`config.mk`:
```
export PLATFORM = sky130hd
export DESIGN_NAME = fieldbus_station_switch_config
export DESIGN_NICKNAME = d
export VERILOG_FILES = /design/src/inc/switch_config_pkg.sv /design/src/rtl/switch_pin_sync.sv /design/src/rtl/fieldbus_station_switch_config.sv
export SDC_FILE = /design/constraint.sdc
export NUM_CORES = 1
export LEC_CHECK = 0
export ABC_AREA = 0
export BUFFER_PORTS_ARGS = -buffer_cell sky130_fd_sc_hd__buf_2
export CELL_PAD_IN_SITES_DETAIL_PLACEMENT = 0
export CELL_PAD_IN_SITES_GLOBAL_PLACEMENT = 1
export CORE_UTILIZATION = 32
export DETAILED_ROUTE_END_ITERATION = 10
export PLACE_DENSITY = 0.76
export SETUP_SLACK_MARGIN = 0.5
export SLEW_MARGIN = 20
export SYNTH_ARGS = -nofsm -noshare
export SYNTH_HDL_FRONTEND = slang
export SYNTH_SLANG_ARGS = --single-unit
```
`constraint.sdc`:
```
create_clock -name ref_clk -period 1.77 [get_ports ref_clk]
set_input_delay 0.4425 -clock ref_clk [delete_from_list [all_inputs] [get_ports ref_clk]]
set_output_delay 0.4425 -clock ref_clk [all_outputs]
set_load 0.02 [all_outputs]
```
`src/inc/switch_config_pkg.sv`:
```
// shared constants and types for the station switch configuration loader
package switch_config_pkg;

    // clock and settling time before the switch levels are trusted
    localparam int CLK_MHZ = 100;
    localparam int SETTLE_NS = 50;
    localparam int SETTLE_CYC = (SETTLE_NS * CLK_MHZ + 999) / 1000;
    localparam int CNT_W = 3;

    // register offsets (byte addresses)
    localparam logic [7:0] CTRL_OFS = 8'h00;
    localparam logic [7:0] STATUS_OFS = 8'h04;
    localparam logic [7:0] LIVE_OFS = 8'h08;

    // control register fields
    localparam int CTRL_RESTART_BIT = 0;

    // status register fields
    localparam int ST_ADDR_LSB = 0;
    localparam int ST_FRAME_LSB = 8;
    localparam int ST_RATE_BIT = 16;
    localparam int ST_FRAME_LONG_BIT = 17;
    localparam int ST_ADDR_EN_BIT = 18;
    localparam int ST_READY_BIT = 19;
    localparam int ST_COUNT_LSB = 24;

    // live switch register fields
    localparam int LV_OFFSET_LSB = 0;
    localparam int LV_LINK_LSB = 4;
    localparam int LV_PENDING_BIT = 8;

    // link configuration switch positions
    localparam int SW_RATE = 0;
    localparam int SW_FRAME = 1;
    localparam int SW_BASE = 2;

    // decoded values
    localparam logic [7:0] BASE_LOW = 8'h40;
    localparam logic [7:0] BASE_HIGH = 8'h50;
    localparam logic [7:0] ADDR_DISABLED = 8'h00;
    localparam logic [5:0] FRAME_SHORT = 6'h11;
    localparam logic [5:0] FRAME_LONG = 6'h20;

    // factory default switch settings
    localparam logic [3:0] OFFSET_DEFAULT = 4'h1;
    localparam logic [3:0] LINK_DEFAULT = 4'h3;
    localparam logic [7:0] ADDR_DEFAULT = 8'h41;

    typedef struct packed {
        logic rate_10m;
        logic frame_long;
        logic addr_enable;
        logic [5:0] frame_bytes;
        logic [7:0] station_addr;
    } link_cfg_s;

    localparam link_cfg_s CFG_DEFAULT = '{
        rate_10m: 1'b1,
        frame_long: 1'b1,
        addr_enable: 1'b1,
        frame_bytes: FRAME_LONG,
        station_addr: ADDR_DEFAULT
    };

    typedef enum logic [2:0] {
        ST_SETTLE = 3'b001,
        ST_CAPTURE = 3'b010,
        ST_RUN = 3'b100
    } load_state_e;

endpackage

```
`src/rtl/switch_pin_sync.sv`:
```
// two-stage synchroniser for the switch pins, one pair of flops per bit
`timescale 1ns/1ps
module switch_pin_sync #(
    parameter int WIDTH = 8
) (
    input wire logic ref_clk,
    input wire logic reset,
    input wire logic [WIDTH-1:0] pin_in,
    output logic [WIDTH-1:0] pin_sync
);

    logic [WIDTH-1:0] meta_reg;
    logic [WIDTH-1:0] sync_reg;

    genvar i;
    generate
        for (i = 0; i < WIDTH; i++)
        begin : g_bit
            always_ff @(posedge ref_clk)
            begin
                if (reset)
                begin
                    meta_reg[i] <= 1'b0;
                    sync_reg[i] <= 1'b0;
                end
                else
                begin
                    // first stage feeds only the second
                    meta_reg[i] <= pin_in[i];
                    sync_reg[i] <= meta_reg[i];
                end
            end
        end
    endgenerate

    assign pin_sync = sync_reg;

endmodule

```
`src/rtl/fieldbus_station_switch_config.sv`:
```
// decodes the two configuration switch banks into the fieldbus link settings
//
// The register addresses and the address-and-strobe port were chosen for this implementation.
`timescale 1ns/1ps
module fieldbus_station_switch_config (
    input wire logic ref_clk,
    input wire logic reset,
    input wire logic [3:0] address_offset_switches,
    input wire logic [3:0] link_config_switches,
    input wire logic [7:0] reg_addr,
    input wire logic [31:0] reg_wdata,
    input wire logic reg_wr,
    input wire logic reg_rd,
    output logic [31:0] reg_rdata,
    output switch_config_pkg::link_cfg_s link_cfg,
    output logic config_ready
);

    logic [7:0] pins_sync;
    logic [3:0] offset_live;
    logic [3:0] link_live;

    switch_config_pkg::load_state_e state_reg;
    switch_config_pkg::load_state_e state_next;
    logic [switch_config_pkg::CNT_W-1:0] settle_cnt_reg;
    logic [switch_config_pkg::CNT_W-1:0] settle_cnt_next;

    switch_config_pkg::link_cfg_s cfg_reg;
    switch_config_pkg::link_cfg_s cfg_decoded;
    logic [3:0] offset_taken_reg;
    logic [3:0] link_taken_reg;
    logic ready_reg;
    logic [7:0] capture_count_reg;
    logic pending_reg;
    logic [31:0] rdata_reg;

    logic restart_req;
    logic [31:0] status_word;
    logic [31:0] live_word;

    // the switches are mechanical and asynchronous to ref_clk
    switch_pin_sync #(
        .WIDTH(8)
    ) u_pin_sync (
        .ref_clk(ref_clk),
        .reset(reset),
        .pin_in({link_config_switches, address_offset_switches}),
        .pin_sync(pins_sync)
    );

    assign offset_live = pins_sync[3:0];
    assign link_live = pins_sync[7:4];

    // software restart: reloads the switches just as a hardware restart does
    assign restart_req = reg_wr
        && (reg_addr == switch_config_pkg::CTRL_OFS)
        && reg_wdata[switch_config_pkg::CTRL_RESTART_BIT];

    // decode of the synchronised switch levels
    always_comb
    begin
        logic [7:0] base;
        base = switch_config_pkg::BASE_LOW;
        cfg_decoded = switch_config_pkg::CFG_DEFAULT;
        cfg_decoded.rate_10m = link_live[switch_config_pkg::SW_RATE];
        // the frame switch counts only at the fast rate
        cfg_decoded.frame_long = link_live[switch_config_pkg::SW_RATE]
            && link_live[switch_config_pkg::SW_FRAME];
        if (cfg_decoded.frame_long)
        begin
            cfg_decoded.frame_bytes = switch_config_pkg::FRAME_LONG;
        end
        else
        begin
            cfg_decoded.frame_bytes = switch_config_pkg::FRAME_SHORT;
        end
        if (link_live[switch_config_pkg::SW_BASE])
        begin
            base = switch_config_pkg::BASE_HIGH;
        end
        else
        begin
            base = switch_config_pkg::BASE_LOW;
        end
        // link_live[3] is reserved and deliberately left unread here
        if (!link_live[switch_config_pkg::SW_BASE] && (offset_live == 4'h0))
        begin
            cfg_decoded.addr_enable = 1'b0;
            cfg_decoded.station_addr = switch_config_pkg::ADDR_DISABLED;
        end
        else
        begin
            cfg_decoded.addr_enable = 1'b1;
            // offset bit n carries weight 2**n, so plain binary addition fits
            cfg_decoded.station_addr = base + {4'h0, offset_live};
        end
    end

    // load sequence: let the synchroniser settle, take one snapshot, then hold
    always_comb
    begin
        state_next = state_reg;
        settle_cnt_next = settle_cnt_reg;
        case (state_reg)
            switch_config_pkg::ST_SETTLE:
            begin
                if (settle_cnt_reg == switch_config_pkg::CNT_W'(switch_config_pkg::SETTLE_CYC - 1))
                begin
                    state_next = switch_config_pkg::ST_CAPTURE;
                    settle_cnt_next = '0;
                end
                else
                begin
                    settle_cnt_next = settle_cnt_reg + 1'b1;
                end
            end
            switch_config_pkg::ST_CAPTURE:
            begin
                state_next = switch_config_pkg::ST_RUN;
            end
            switch_config_pkg::ST_RUN:
            begin
                // only a restart leaves this state
                state_next = switch_config_pkg::ST_RUN;
            end
            default:
            begin
                state_next = switch_config_pkg::ST_SETTLE;
                settle_cnt_next = '0;
            end
        endcase
        if (restart_req)
        begin
            state_next = switch_config_pkg::ST_SETTLE;
            settle_cnt_next = '0;
        end
    end

    always_ff @(posedge ref_clk)
    begin
        if (reset)
        begin
            state_reg <= switch_config_pkg::ST_SETTLE;
            settle_cnt_reg <= '0;
        end
        else
        begin
            state_reg <= state_next;
            settle_cnt_reg <= settle_cnt_next;
        end
    end

    // active configuration: written in the capture state only
    always_ff @(posedge ref_clk)
    begin
        if (reset)
        begin
            // factory default stands until the first snapshot, flagged not ready
            cfg_reg <= switch_config_pkg::CFG_DEFAULT;
            offset_taken_reg <= switch_config_pkg::OFFSET_DEFAULT;
            link_taken_reg <= switch_config_pkg::LINK_DEFAULT;
        end
        else if (state_reg == switch_config_pkg::ST_CAPTURE)
        begin
            cfg_reg <= cfg_decoded;
            offset_taken_reg <= offset_live;
            link_taken_reg <= link_live;
        end
    end

    always_ff @(posedge ref_clk)
    begin
        if (reset)
        begin
            ready_reg <= 1'b0;
        end
        else if (restart_req)
        begin
            ready_reg <= 1'b0;
        end
        else if (state_reg == switch_config_pkg::ST_CAPTURE)
        begin
            ready_reg <= 1'b1;
        end
    end

    // counts snapshots since the hardware reset; wraps after 255
    always_ff @(posedge ref_clk)
    begin
        if (reset)
        begin
            capture_count_reg <= 8'h00;
        end
        else if (state_reg == switch_config_pkg::ST_CAPTURE)
        begin
            capture_count_reg <= capture_count_reg + 8'h01;
        end
    end

    // tells software the switches were moved after the last snapshot;
    // the reserved switch is compared too so a moved one is noticed
    always_ff @(posedge ref_clk)
    begin
        if (reset)
        begin
            pending_reg <= 1'b0;
        end
        else if (state_reg == switch_config_pkg::ST_RUN)
        begin
            pending_reg <= (offset_live != offset_taken_reg) || (link_live != link_taken_reg);
        end
        else
        begin
            pending_reg <= 1'b0;
        end
    end

    always_comb
    begin
        status_word = 32'h0000_0000;
        status_word[switch_config_pkg::ST_ADDR_LSB +: 8] = cfg_reg.station_addr;
        status_word[switch_config_pkg::ST_FRAME_LSB +: 6] = cfg_reg.frame_bytes;
        status_word[switch_config_pkg::ST_RATE_BIT] = cfg_reg.rate_10m;
        status_word[switch_config_pkg::ST_FRAME_LONG_BIT] = cfg_reg.frame_long;
        status_word[switch_config_pkg::ST_ADDR_EN_BIT] = cfg_reg.addr_enable;
        status_word[switch_config_pkg::ST_READY_BIT] = ready_reg;
        status_word[switch_config_pkg::ST_COUNT_LSB +: 8] = capture_count_reg;
    end

    always_comb
    begin
        live_word = 32'h0000_0000;
        live_word[switch_config_pkg::LV_OFFSET_LSB +: 4] = offset_live;
        live_word[switch_config_pkg::LV_LINK_LSB +: 4] = link_live;
        live_word[switch_config_pkg::LV_PENDING_BIT] = pending_reg;
    end

    // read data stand for exactly the cycle after the strobe, zero otherwise
    always_ff @(posedge ref_clk)
    begin
        if (reset)
        begin
            rdata_reg <= 32'h0000_0000;
        end
        else if (reg_rd)
        begin
            case (reg_addr)
                switch_config_pkg::CTRL_OFS:
                begin
                    // restart bit is self-clearing and reads back as zero
                    rdata_reg <= 32'h0000_0000;
                end
                switch_config_pkg::STATUS_OFS:
                begin
                    rdata_reg <= status_word;
                end
                switch_config_pkg::LIVE_OFS:
                begin
                    rdata_reg <= live_word;
                end
                default:
                begin
                    rdata_reg <= 32'h0000_0000;
                end
            endcase
        end
        else
        begin
            rdata_reg <= 32'h0000_0000;
        end
    end

    assign reg_rdata = rdata_reg;
    assign link_cfg = cfg_reg;
    assign config_ready = ready_reg;

endmodule

```
==> results.yml, run 1 <==
synthesis:
  yosysWarnings: 0
  synth_top_area_cell: "dfxtp_1"
  synth.area.top_cells: "dfxtp_1 (52%), buf_4 (5.9%), nor2b_1 (4.9%)"
  synth_area_per_cell_um2: 9.50
  yosysUniqueCellTypes: 45
  async_flop_share_pct: 0
  ys_ff_latch: 70
  yosysSeqAreaShare_pct: 52.3
  synth_area_mm2: 0.00268
  syn_inst: 282
  synth_flop_cell: "dfxtp_1"
  netlist.area_leader.share_pct: 52.3
  synth-edff-count: 0
setup_path:
  arrival_ns: 1.82
  worstSetupPathType: "primary input to register"
  cp-start-kind: "primary input"
  cp_max_fo: 4
  crit_required_ns: 2.05
  worstSetupEndpointType: "register"
timing:
  hold_viol_final: 0
  fin_crit_ns: 1.55
  setup_ws_ns: 0.224
  skew_ns: 0.00950
  slew_violations: 0
  setup_viol: 0
  fin_crit_sh_pct: 87.4
  max_clock_freq_ghz: 0.647
  rsz0062_at_grt: "yes"
cells_and_area:
  diodes: 0
  multiInputGateArea_mm2: 0.00144
  drive_gt1_share_pct: 53.2
  largest_reg_flops: 22
  design_area_mm2: 0.00409
  regArea_mm2: 0.00144
  fillers: 733
  layout.nets: 422
  area_delta_synth_final_pct: 52.7
  fin_util_pct: 50.0
outcome:
  status: "complete, no violations"
power:
  p_per_area_mw_per_mm2: 784
  leakage_uw: 0.00176
  peakVddDrop_mv: 0.404
placed_design:
  placed_cell_area_mm2: 0.00306
  dp_hpwl_um: 3900
  gp_congestion: 0.749
  pre_cts_slack_ns: -0.131
  port_buffers: 56
clocking:
  clock_sinks: 70
  cts_buffers: 9
  clock_path_buffers: 2
  cts_root_buffer: "clkbuf_8"
  tritoncts: "yes"
  htreeDepth: 3
  clkTransAtPathRegs_ns: 0.08
  cts_hold_buf: 0
  clkLatencyLatePin_ns: 0.35
grt:
  antenna_found_initial: 0
  grt_pass1_vias: 2018
  grt_pass1_wl_um: 9560
  grt_overflow: 0
  grt_use_total_pct: 14.5
  grt_max_degree: 39
detailed_routing:
  finalWirelength_um: 6420
  drtAntennaViolNets: 0
  num_vias: 2163
  drt_pass1_iterations: 4
  avgViaCountPerCell: 4.53
  remaining_drc_errors: 0
  drtIter0Drc: 60
  detail_route.wl_per_cell_um: 13.5
floorplanning:
  coreArea_mm2: 0.00818
  start_util_pct: 32.8
  pin_count: 102
  dieArea_mm2: 0.00875
  die_w_um: 93.5
  die_y_um: 93.5
  num_rows: 33
hold_path:
  hold_class: "primary input to register"
flow_run:
  cap_violations: 0
per-layer routing:
metal / GRT usage [%] / share of wire (%) / vias to the layer above / wire length (um)
li1: - / - / 1088 / -
met5: 0 / 0 / - / 0
met2: 23.3 / 49 / 68 / 3120
met1: 17.8 / 45 / 997 / 2870
met4: 8.08 / 1.6 / 0 / 105
met3: 3.58 / 5.0 / 10 / 324
power by group:
part	total (uW)	switching [uW]	internal, uW	leakage [uW]
combinational	196	116	80.8	0.00108
clock	1400	569	828	0.000110
sequential	1610	20.2	1590	0.000575
total	3210	705	2500	0.00176
placed cells by master (no fill, tap or decap), drive strengths merged, types with 3 or more instances in the layout:
master,instances
inv,7
and2,11
dfxtp,70
a21oi,21
nand3,6
conb,14
buf,93
a22oi,7
xor2,8
nor2,16
nor2b,21
nand2b,3
nor3,3
nand2,30
o31ai,4
clkbuf,14
nor4,4
or4,5
ha,3
worst max-delay path: stages:
cell	delay (ns)
buf_6	0.09
or4_4	0.55
or3_4	0.44
buf_6	0.16
nor3_2	0.15
cells by family after synthesis:
kind of cell / after synthesis / synth area share, %
simple gates: 115 / 24.0
flops: 70 / 52.3
buf+inv: 41 / 8.78
compound gates: 40 / 9.29
xor+xnor: 10 / 3.27
fa+ha+maj: 3 / 1.40
mux: 2 / 0.840
other cells: 1 / 0.140
synthesized netlist by cell type (all sizes together) (2+ instances only):
cell    count
nor4        4
mux2        2
xnor2       2
ha          3
o31ai       4
a22oi       7
buf        24
or4         5
and2       11
nor3b       2
nand4b      2
a21oi      21
xor2        8
nor2       16
and3        2
clkbuf     10
nand4       2
or3         2
nor2b      21
o21ai       2
nand2b      3
nand3       6
or3b        2
nor3        3
inv         7
nand2      30
dfxtp      70
repair_timing:
action / 4_1_cts / 5_1_grt
gates cloned: 1 / 2
resized for setup: 65 / 115
setup endpoints to repair: 66 / 83
setup buffers: 14 / 7
pin swaps: 18 / 26
worst paths after layout:
check | endpoint | slack, ns | start | depth (start not counted)
worst max-delay path | reg_rdata[30] | 0.22 | reg_addr[6] | 5
worst min-delay path | u_pin_sync.meta_reg[6] | 0.31 | link_config_switches[2] | 2
worst max register to register | capture_count_reg[3] | 0.26 | state_reg[2] | 3
worst min register to register | u_pin_sync.pin_sync[2] | 0.44 | u_pin_sync.meta_reg[2] | 1
through the flow:
step	hold slack, ns	TNS, ns	std cells	total power (uW)
2_1_floorplan	0.414	0	295	1790
3_3_place_gp	0.422	-1.68	437	1810
3_5_place_dp	0.421	-2.13	437	1820
4_1_cts	0.291	0	468	3220
5_1_grt	0.295	0	477	3340
6_report	0.307	0	477	3210
layout make-up:
| cell class | instances | area share (%) |
|---|---|---|
| Sequential cell | 70 | 35.1 |
| Clock inverter | 4 | 1.71 |
| Inverter | 7 | 0.642 |
| Timing Repair Buffer | 95 | 20.5 |
| Tap cell | 105 | 3.21 |
| Multi-Input combinational cell | 184 | 35.2 |
| Clock buffer | 12 | 3.55 |
Power figures use the tool's default switching activity.
==> run 2, diff against run 1 <==
Settings changed: CORE_UTILIZATION 32 to 35, PLACE_DENSITY 0.76 to 0.79.
Clock period 1.77 ns to 1.45 ns, I/O delays scaled along.
==> run 2 against run 1 <==
Largest power group unchanged. Utilization up 8.2 points. Hold slack lost 0.085 ns. Register-to-register slack got worse by 0.31 ns. Combinational power increased by 53%. Non-clock buffer count increased by 12. First-iteration DRC count grew 37%. Critical endpoint is now settle_cnt_reg[2]. Global-route usage increased by 2.8 points. Count of clock-buffer cells in the layout fell by 2. Wire length rose by 3.9%. Die area fell by 8.4%. Critical path type is now register to register. The flow now finishes with violations (setup timing). Clock power up 3%. Sequential cell count stayed put.
==> results.yml, run 2 (synthesis results as in run 1) <==
floorplanning:
  start_util_pct: 36.6
  coreArea_mm2: 0.00733
  die_y_um: 89.5
  dieArea_mm2: 0.00801
  num_rows: 31
  pin_count: 102
  die_w_um: 89.5
detailed_routing:
  drtIter0Drc: 82
  remaining_drc_errors: 0
  num_vias: 2252
  drt_pass1_iterations: 4
  finalWirelength_um: 6670
  detail_route.wl_per_cell_um: 13.8
  avgViaCountPerCell: 4.65
  drtAntennaViolNets: 0
grt:
  antenna_found_initial: 0
  grt_use_total_pct: 17.4
  grt_overflow: 0
  grt_max_degree: 28
  grt_pass1_wl_um: 10300
  grt_pass1_vias: 2156
cells_and_area:
  diodes: 0
  multiInputGateArea_mm2: 0.00150
  fin_util_pct: 58.3
  drive_gt1_share_pct: 65.2
  most-common-layout-cells: "buf_6 (50), dfxtp_2 (41), buf_4 (36)"
  final_common_cell: "buf_6"
  area_delta_synth_final_pct: 59.4
  layout.nets: 435
  finalNonFillerCells: 484
  regArea_mm2: 0.00147
  fillers: 596
  largest_reg_flops: 22
timing:
  max_clock_freq_ghz: 0.667
  slew_headroom_pct: 54.6
  fin_crit_sh_pct: 103
  hold_viol_final: 0
  tightest_slew_ns: 0.680
  setup_ws_ns: -0.0503
  rsz0062_at_grt: "yes"
  slew_violations: 0
  fin_crit_ns: 1.50
  skew_ns: 0.0108
  setup_viol: 2
  fin_tns_setup_ns: -0.0542
setup_path:
  arrival_ns: 1.78
  crit_required_ns: 1.73
  slowest_stage: "or4b_4"
  worstSetupPathType: "register to register"
  worstSetupEndpointType: "register"
  cp-startpoint: "settle_cnt_reg[0]"
  cp_max_fo: 3
  cp-start-kind: "register"
  crit_chain: "ha_2 -> or4b_4 -> a211o_1 -> a21oi_1"
  cpPeakStageDelay_ns: 0.50
  r2r-start: "settle_cnt_reg[0]"
placed_design:
  gp_congestion: 0.767
  port_buffers: 56
  dp_cells: 440
  dp_hpwl_um: 3750
power:
  leakage_uw: 0.00178
  p_per_area_mw_per_mm2: 870
  peakVddDrop_mv: 0.380
hold_path:
  hp-start: "address_offset_switches[1]"
  hold_class: "primary input to register"
flow_run:
  cap_violations: 0
clocking:
  clock_path_buffers: 2
  cts_hold_buf: 0
  cts_root_buffer: "clkbuf_8"
  clkLatencyLatePin_ns: 0.35
  cts_buffers: 9
  clkTransAtPathRegs_ns: 0.07
  htreeDepth: 3
  clock_sinks: 70
  tritoncts: "yes"
outcome:
  failed_checks: "setup timing"
  status: "complete, but fails checks"
[run 2: cell type report]
class	count	area share (%)
clock buffer	10	3.22
clock inverter	6	1.05
inverter	7	0.615
multi-input combinational	185	35.1
sequential	70	34.3
tap	99	2.90
timing repair buffer	107	22.8
[run 2: through the flow]
| step | instance area, um^2 | hold slack (ns) | setup WS, ns | total power [uW] |
|---|---|---|---|---|
| floorplan | 2810 | 0.414 | -0.129 | 2180 |
| global placement | 3130 | 0.422 | -0.376 | 2230 |
| detailed placement | 3130 | 0.420 | -0.368 | 2240 |
| CTS | 4070 | 0.206 | -0.0803 | 3720 |
| global route | 4270 | 0.208 | -0.126 | 3880 |
| finish | 4270 | 0.222 | -0.0503 | 3720 |
[run 2: what timing repair did]
action / in CTS / in global routing
gates cloned: 2 / 1
gates resized for setup: 188 / 41
setup endpoints to repair: 90 / 90
buffers inserted: 21 / 4
pin swaps: 54 / 28
[run 2: power breakdown]
part	internal (uW)	switching, uW
sequential	1950	24.0
clock	672	772
combinational	142	158
total	2760	954
[run 2: worst max-delay path: cells and delay by family (launching register included)]
family                   cells  cell delay (ns)
AO/OA/AOI/OAI                2             0.41
flip-flops                   1             0.34
adder cells (fa/ha/maj)      1             0.19
AND/OR/NAND/NOR              1             0.50
[run 2: per-layer routing]
metal	part of all wire (%)	track usage, %	up-vias
met4	2.1	7.79	0
met1	43	20.9	1063
li1	-	-	1110
met5	0	0	-
met3	3.8	3.88	12
met2	51	29.8	67
[run 2: worst paths after layout]
check                           end  slack [ns]  cells past startpoint
max               settle_cnt_reg[2]       -0.05                      4
min reg2reg  u_pin_sync.pin_sync[1]        0.44                      1
min          u_pin_sync.meta_reg[1]        0.22                      2
max reg2reg       settle_cnt_reg[2]       -0.05                      4
==> run 3, diff against run 2 <==
Settings changed: CORE_UTILIZATION 35 to 38, PLACE_DENSITY 0.79 to 0.84, SLEW_MARGIN 20 to unset, SYNTH_HIERARCHICAL set to 1.
Clock period 1.45 ns to 1.9 ns, I/O delays scaled along.
==> run 3 against run 2 <==
The run now ends clean. Count of clock-buffer cells in the layout fell by 1. Worst setup slack gained 0.41 ns. Clock power shrank 22%. Synthesized area rose by 1.4%. Sequential share of layout area rose by 5.6 points. Critical path type unchanged. Die area is 6.5% lower. Sequential power down 23%. Clock skew shrank 0.0028 ns. Global-route usage down 1.6 points.
==> results.yml, run 3 <==
timing:
  setup_ws_ns: 0.363
  slew_violations: 0
  fin_crit_sh_pct: 80.9
  hold_viol_final: 0
  setup_viol: 0
  max_clock_freq_ghz: 0.651
  rsz0062_at_grt: "yes"
  slew_headroom_pct: 63.6
  skew_ns: 0.00807
  tightest_slew_ns: 0.545
  fin_crit_ns: 1.54
clocking:
  cts_root_buffer: "clkbuf_8"
  tritoncts: "yes"
  clkTransAtPathRegs_ns: 0.09
  clock_sinks: 70
  clkLatencyLatePin_ns: 0.36
  cts_buffers: 9
  clock_path_buffers: 2
  htreeDepth: 3
cells_and_area:
  area_delta_synth_final_pct: 31.0
  finalNonFillerCells: 452
  most-common-layout-cells: "dfxtp_1 (57), buf_2 (43), nand2_1 (30)"
  fin_util_pct: 52.1
  drive_gt1_share_pct: 43.8
  layout.nets: 406
  diodes: 0
  final_common_cell: "dfxtp_1"
  largest_reg_flops: 22
floorplanning:
  dieArea_mm2: 0.00749
  start_util_pct: 39.8
  pin_count: 102
  die_y_um: 86.5
  num_rows: 30
  die_w_um: 86.5
  coreArea_mm2: 0.00683
detailed_routing:
  detail_route.wl_per_cell_um: 12.3
  remaining_drc_errors: 0
  drtAntennaViolNets: 0
  drtIter0Drc: 71
  num_vias: 2088
  avgViaCountPerCell: 4.62
  drt_pass1_iterations: 4
  finalWirelength_um: 5540
synthesis:
  yosysSeqAreaShare_pct: 51.6
  syn_inst: 281
  synth-edff-count: 0
  yosysUniqueCellTypes: 48
  async_flop_share_pct: 0
  synth_flop_cell: "dfxtp_1"
  ys_ff_latch: 70
  synth.area.top_cells: "dfxtp_1 (52%), buf_4 (5.8%), nand2_1 (4.1%)"
  synth_area_mm2: 0.00272
  netlist.area_leader.share_pct: 51.6
  synth_top_area_cell: "dfxtp_1"
  yosysWarnings: 6
  yosysMostFrequentCell: "dfxtp_1"
  synth_area_per_cell_um2: 9.67
  synth_common_cells: "dfxtp_1 (70), nand2_1 (30), a21oi_1 (21), buf_4 (21), nor2_1 (16)"
placed_design:
  dp_cells: 427
  port_buffers: 56
  pre_cts_slack_ns: -0.0393
  gp_congestion: 0.771
  dp_hpwl_um: 3740
power:
  p_int_uw: 2080
  leakage_uw: 0.00155
  peakVddDrop_mv: 0.460
  p_sw_share_pct: 26.5
  power_switching_uw: 748
  seqPwrFrac_pct: 53.2
  p_per_area_mw_per_mm2: 795
  total_power_uw: 2830
  clkPwrFrac_pct: 40.0
  combPwrFrac_pct: 6.7
hold_path:
  hold_class: "primary input to register"
setup_path:
  worstSetupPathType: "register to register"
  cp-start-kind: "register"
  r2r_setup_slack_ns: 0.36
  worstSetupEndpointType: "register"
  arrival_ns: 1.84
  crit_required_ns: 2.20
  cp_max_fo: 3
grt:
  grt_pass1_vias: 1797
  grt_overflow: 0
  grt_use_total_pct: 15.8
  antenna_found_initial: 0
  grt_pass1_wl_um: 8710
  grt_max_degree: 21
outcome:
  status: "complete, no violations"
flow_run:
  cap_violations: 0
==> run 3: cell count changes after synthesis, sizes merged <==
cell / before / now
buf: 24 / 25
clkbuf: 10 / 8
nor2b: 21 / 15
and2b: 0 / 6
==> run 3: through the flow <==
step                instance area (um^2)  TNS, ns  hold slack, ns
finish                              3560        0           0.318
detailed placement                  3070   -0.257           0.425
global placement                    3070  -0.0117           0.421
global route                        3560        0           0.307
floorplan                           2800        0           0.414
CTS                                 3370        0           0.302
==> run 3: cells by family (layout without fill, tap and decap cells) <==
logic type      Yosys count  in the layout  share of synthesized area, %
flops                    70             70                          51.6
fa+ha+maj                 3              3                          1.38
simple gates            115            115                          24.9
other cells               1             14                         0.138
compound gates           40             40                          9.17
mux                       2              2                         0.829
xor+xnor                 10             10                          3.22
buf+inv                  40            102                          8.80
==> run 3: repair_timing <==
| action | in CTS | in global routing |
|---|---|---|
| gates resized for setup | 21 | 49 |
| pin swaps | 2 | 13 |
| setup endpoints to repair | 53 | 43 |
| hold buffers | 0 | 0 |
| setup buffers | 5 | 4 |
==> run 3: power by group through the flow <==
stage / Clock, uW / Sequential [uW] / Combinational (uW)
5_1_grt: 1250 / 1510 / 209
6_report: 1130 / 1510 / 191
4_1_cts: 1180 / 1510 / 165
2_1_floorplan: 0 / 1540 / 132
3_3_place_gp: 0 / 1540 / 150
3_5_place_dp: 0 / 1540 / 151
==> run 3: worst paths after layout <==
kind,start,cells past startpoint,to
setup reg to reg,settle_cnt_reg[0],5,settle_cnt_reg[2]
setup / recovery,settle_cnt_reg[0],5,settle_cnt_reg[2]
hold reg to reg,u_pin_sync/meta_reg[3],1,u_pin_sync/pin_sync[3]
hold / removal,address_offset_switches[2],2,u_pin_sync/meta_reg[2]
==> run 3: routing by layer <==
metal | global-route usage [%] | wire length [um]
met3 | 5.33 | 315
met4 | 9.55 | 131
met1 | 20.7 | 2640
met2 | 22.2 | 2460
met5 | 0 | 0
==> run 3: layout make-up <==
type	count	area (um^2)
clock buffer	9	124
clock inverter	7	63.8
fill	659	3270
inverter	7	26.3
multi-input combinational	184	1280
sequential	70	1420
tap	96	120
timing repair buffer	79	523
==> run 3: critical path: stages (launching register included) <==
cell	delay, ns
dfxtp_2	0.36
inv_1	0.05
ha_2	0.19
or4b_4	0.47
a211o_1	0.31
a21oi_2	0.11
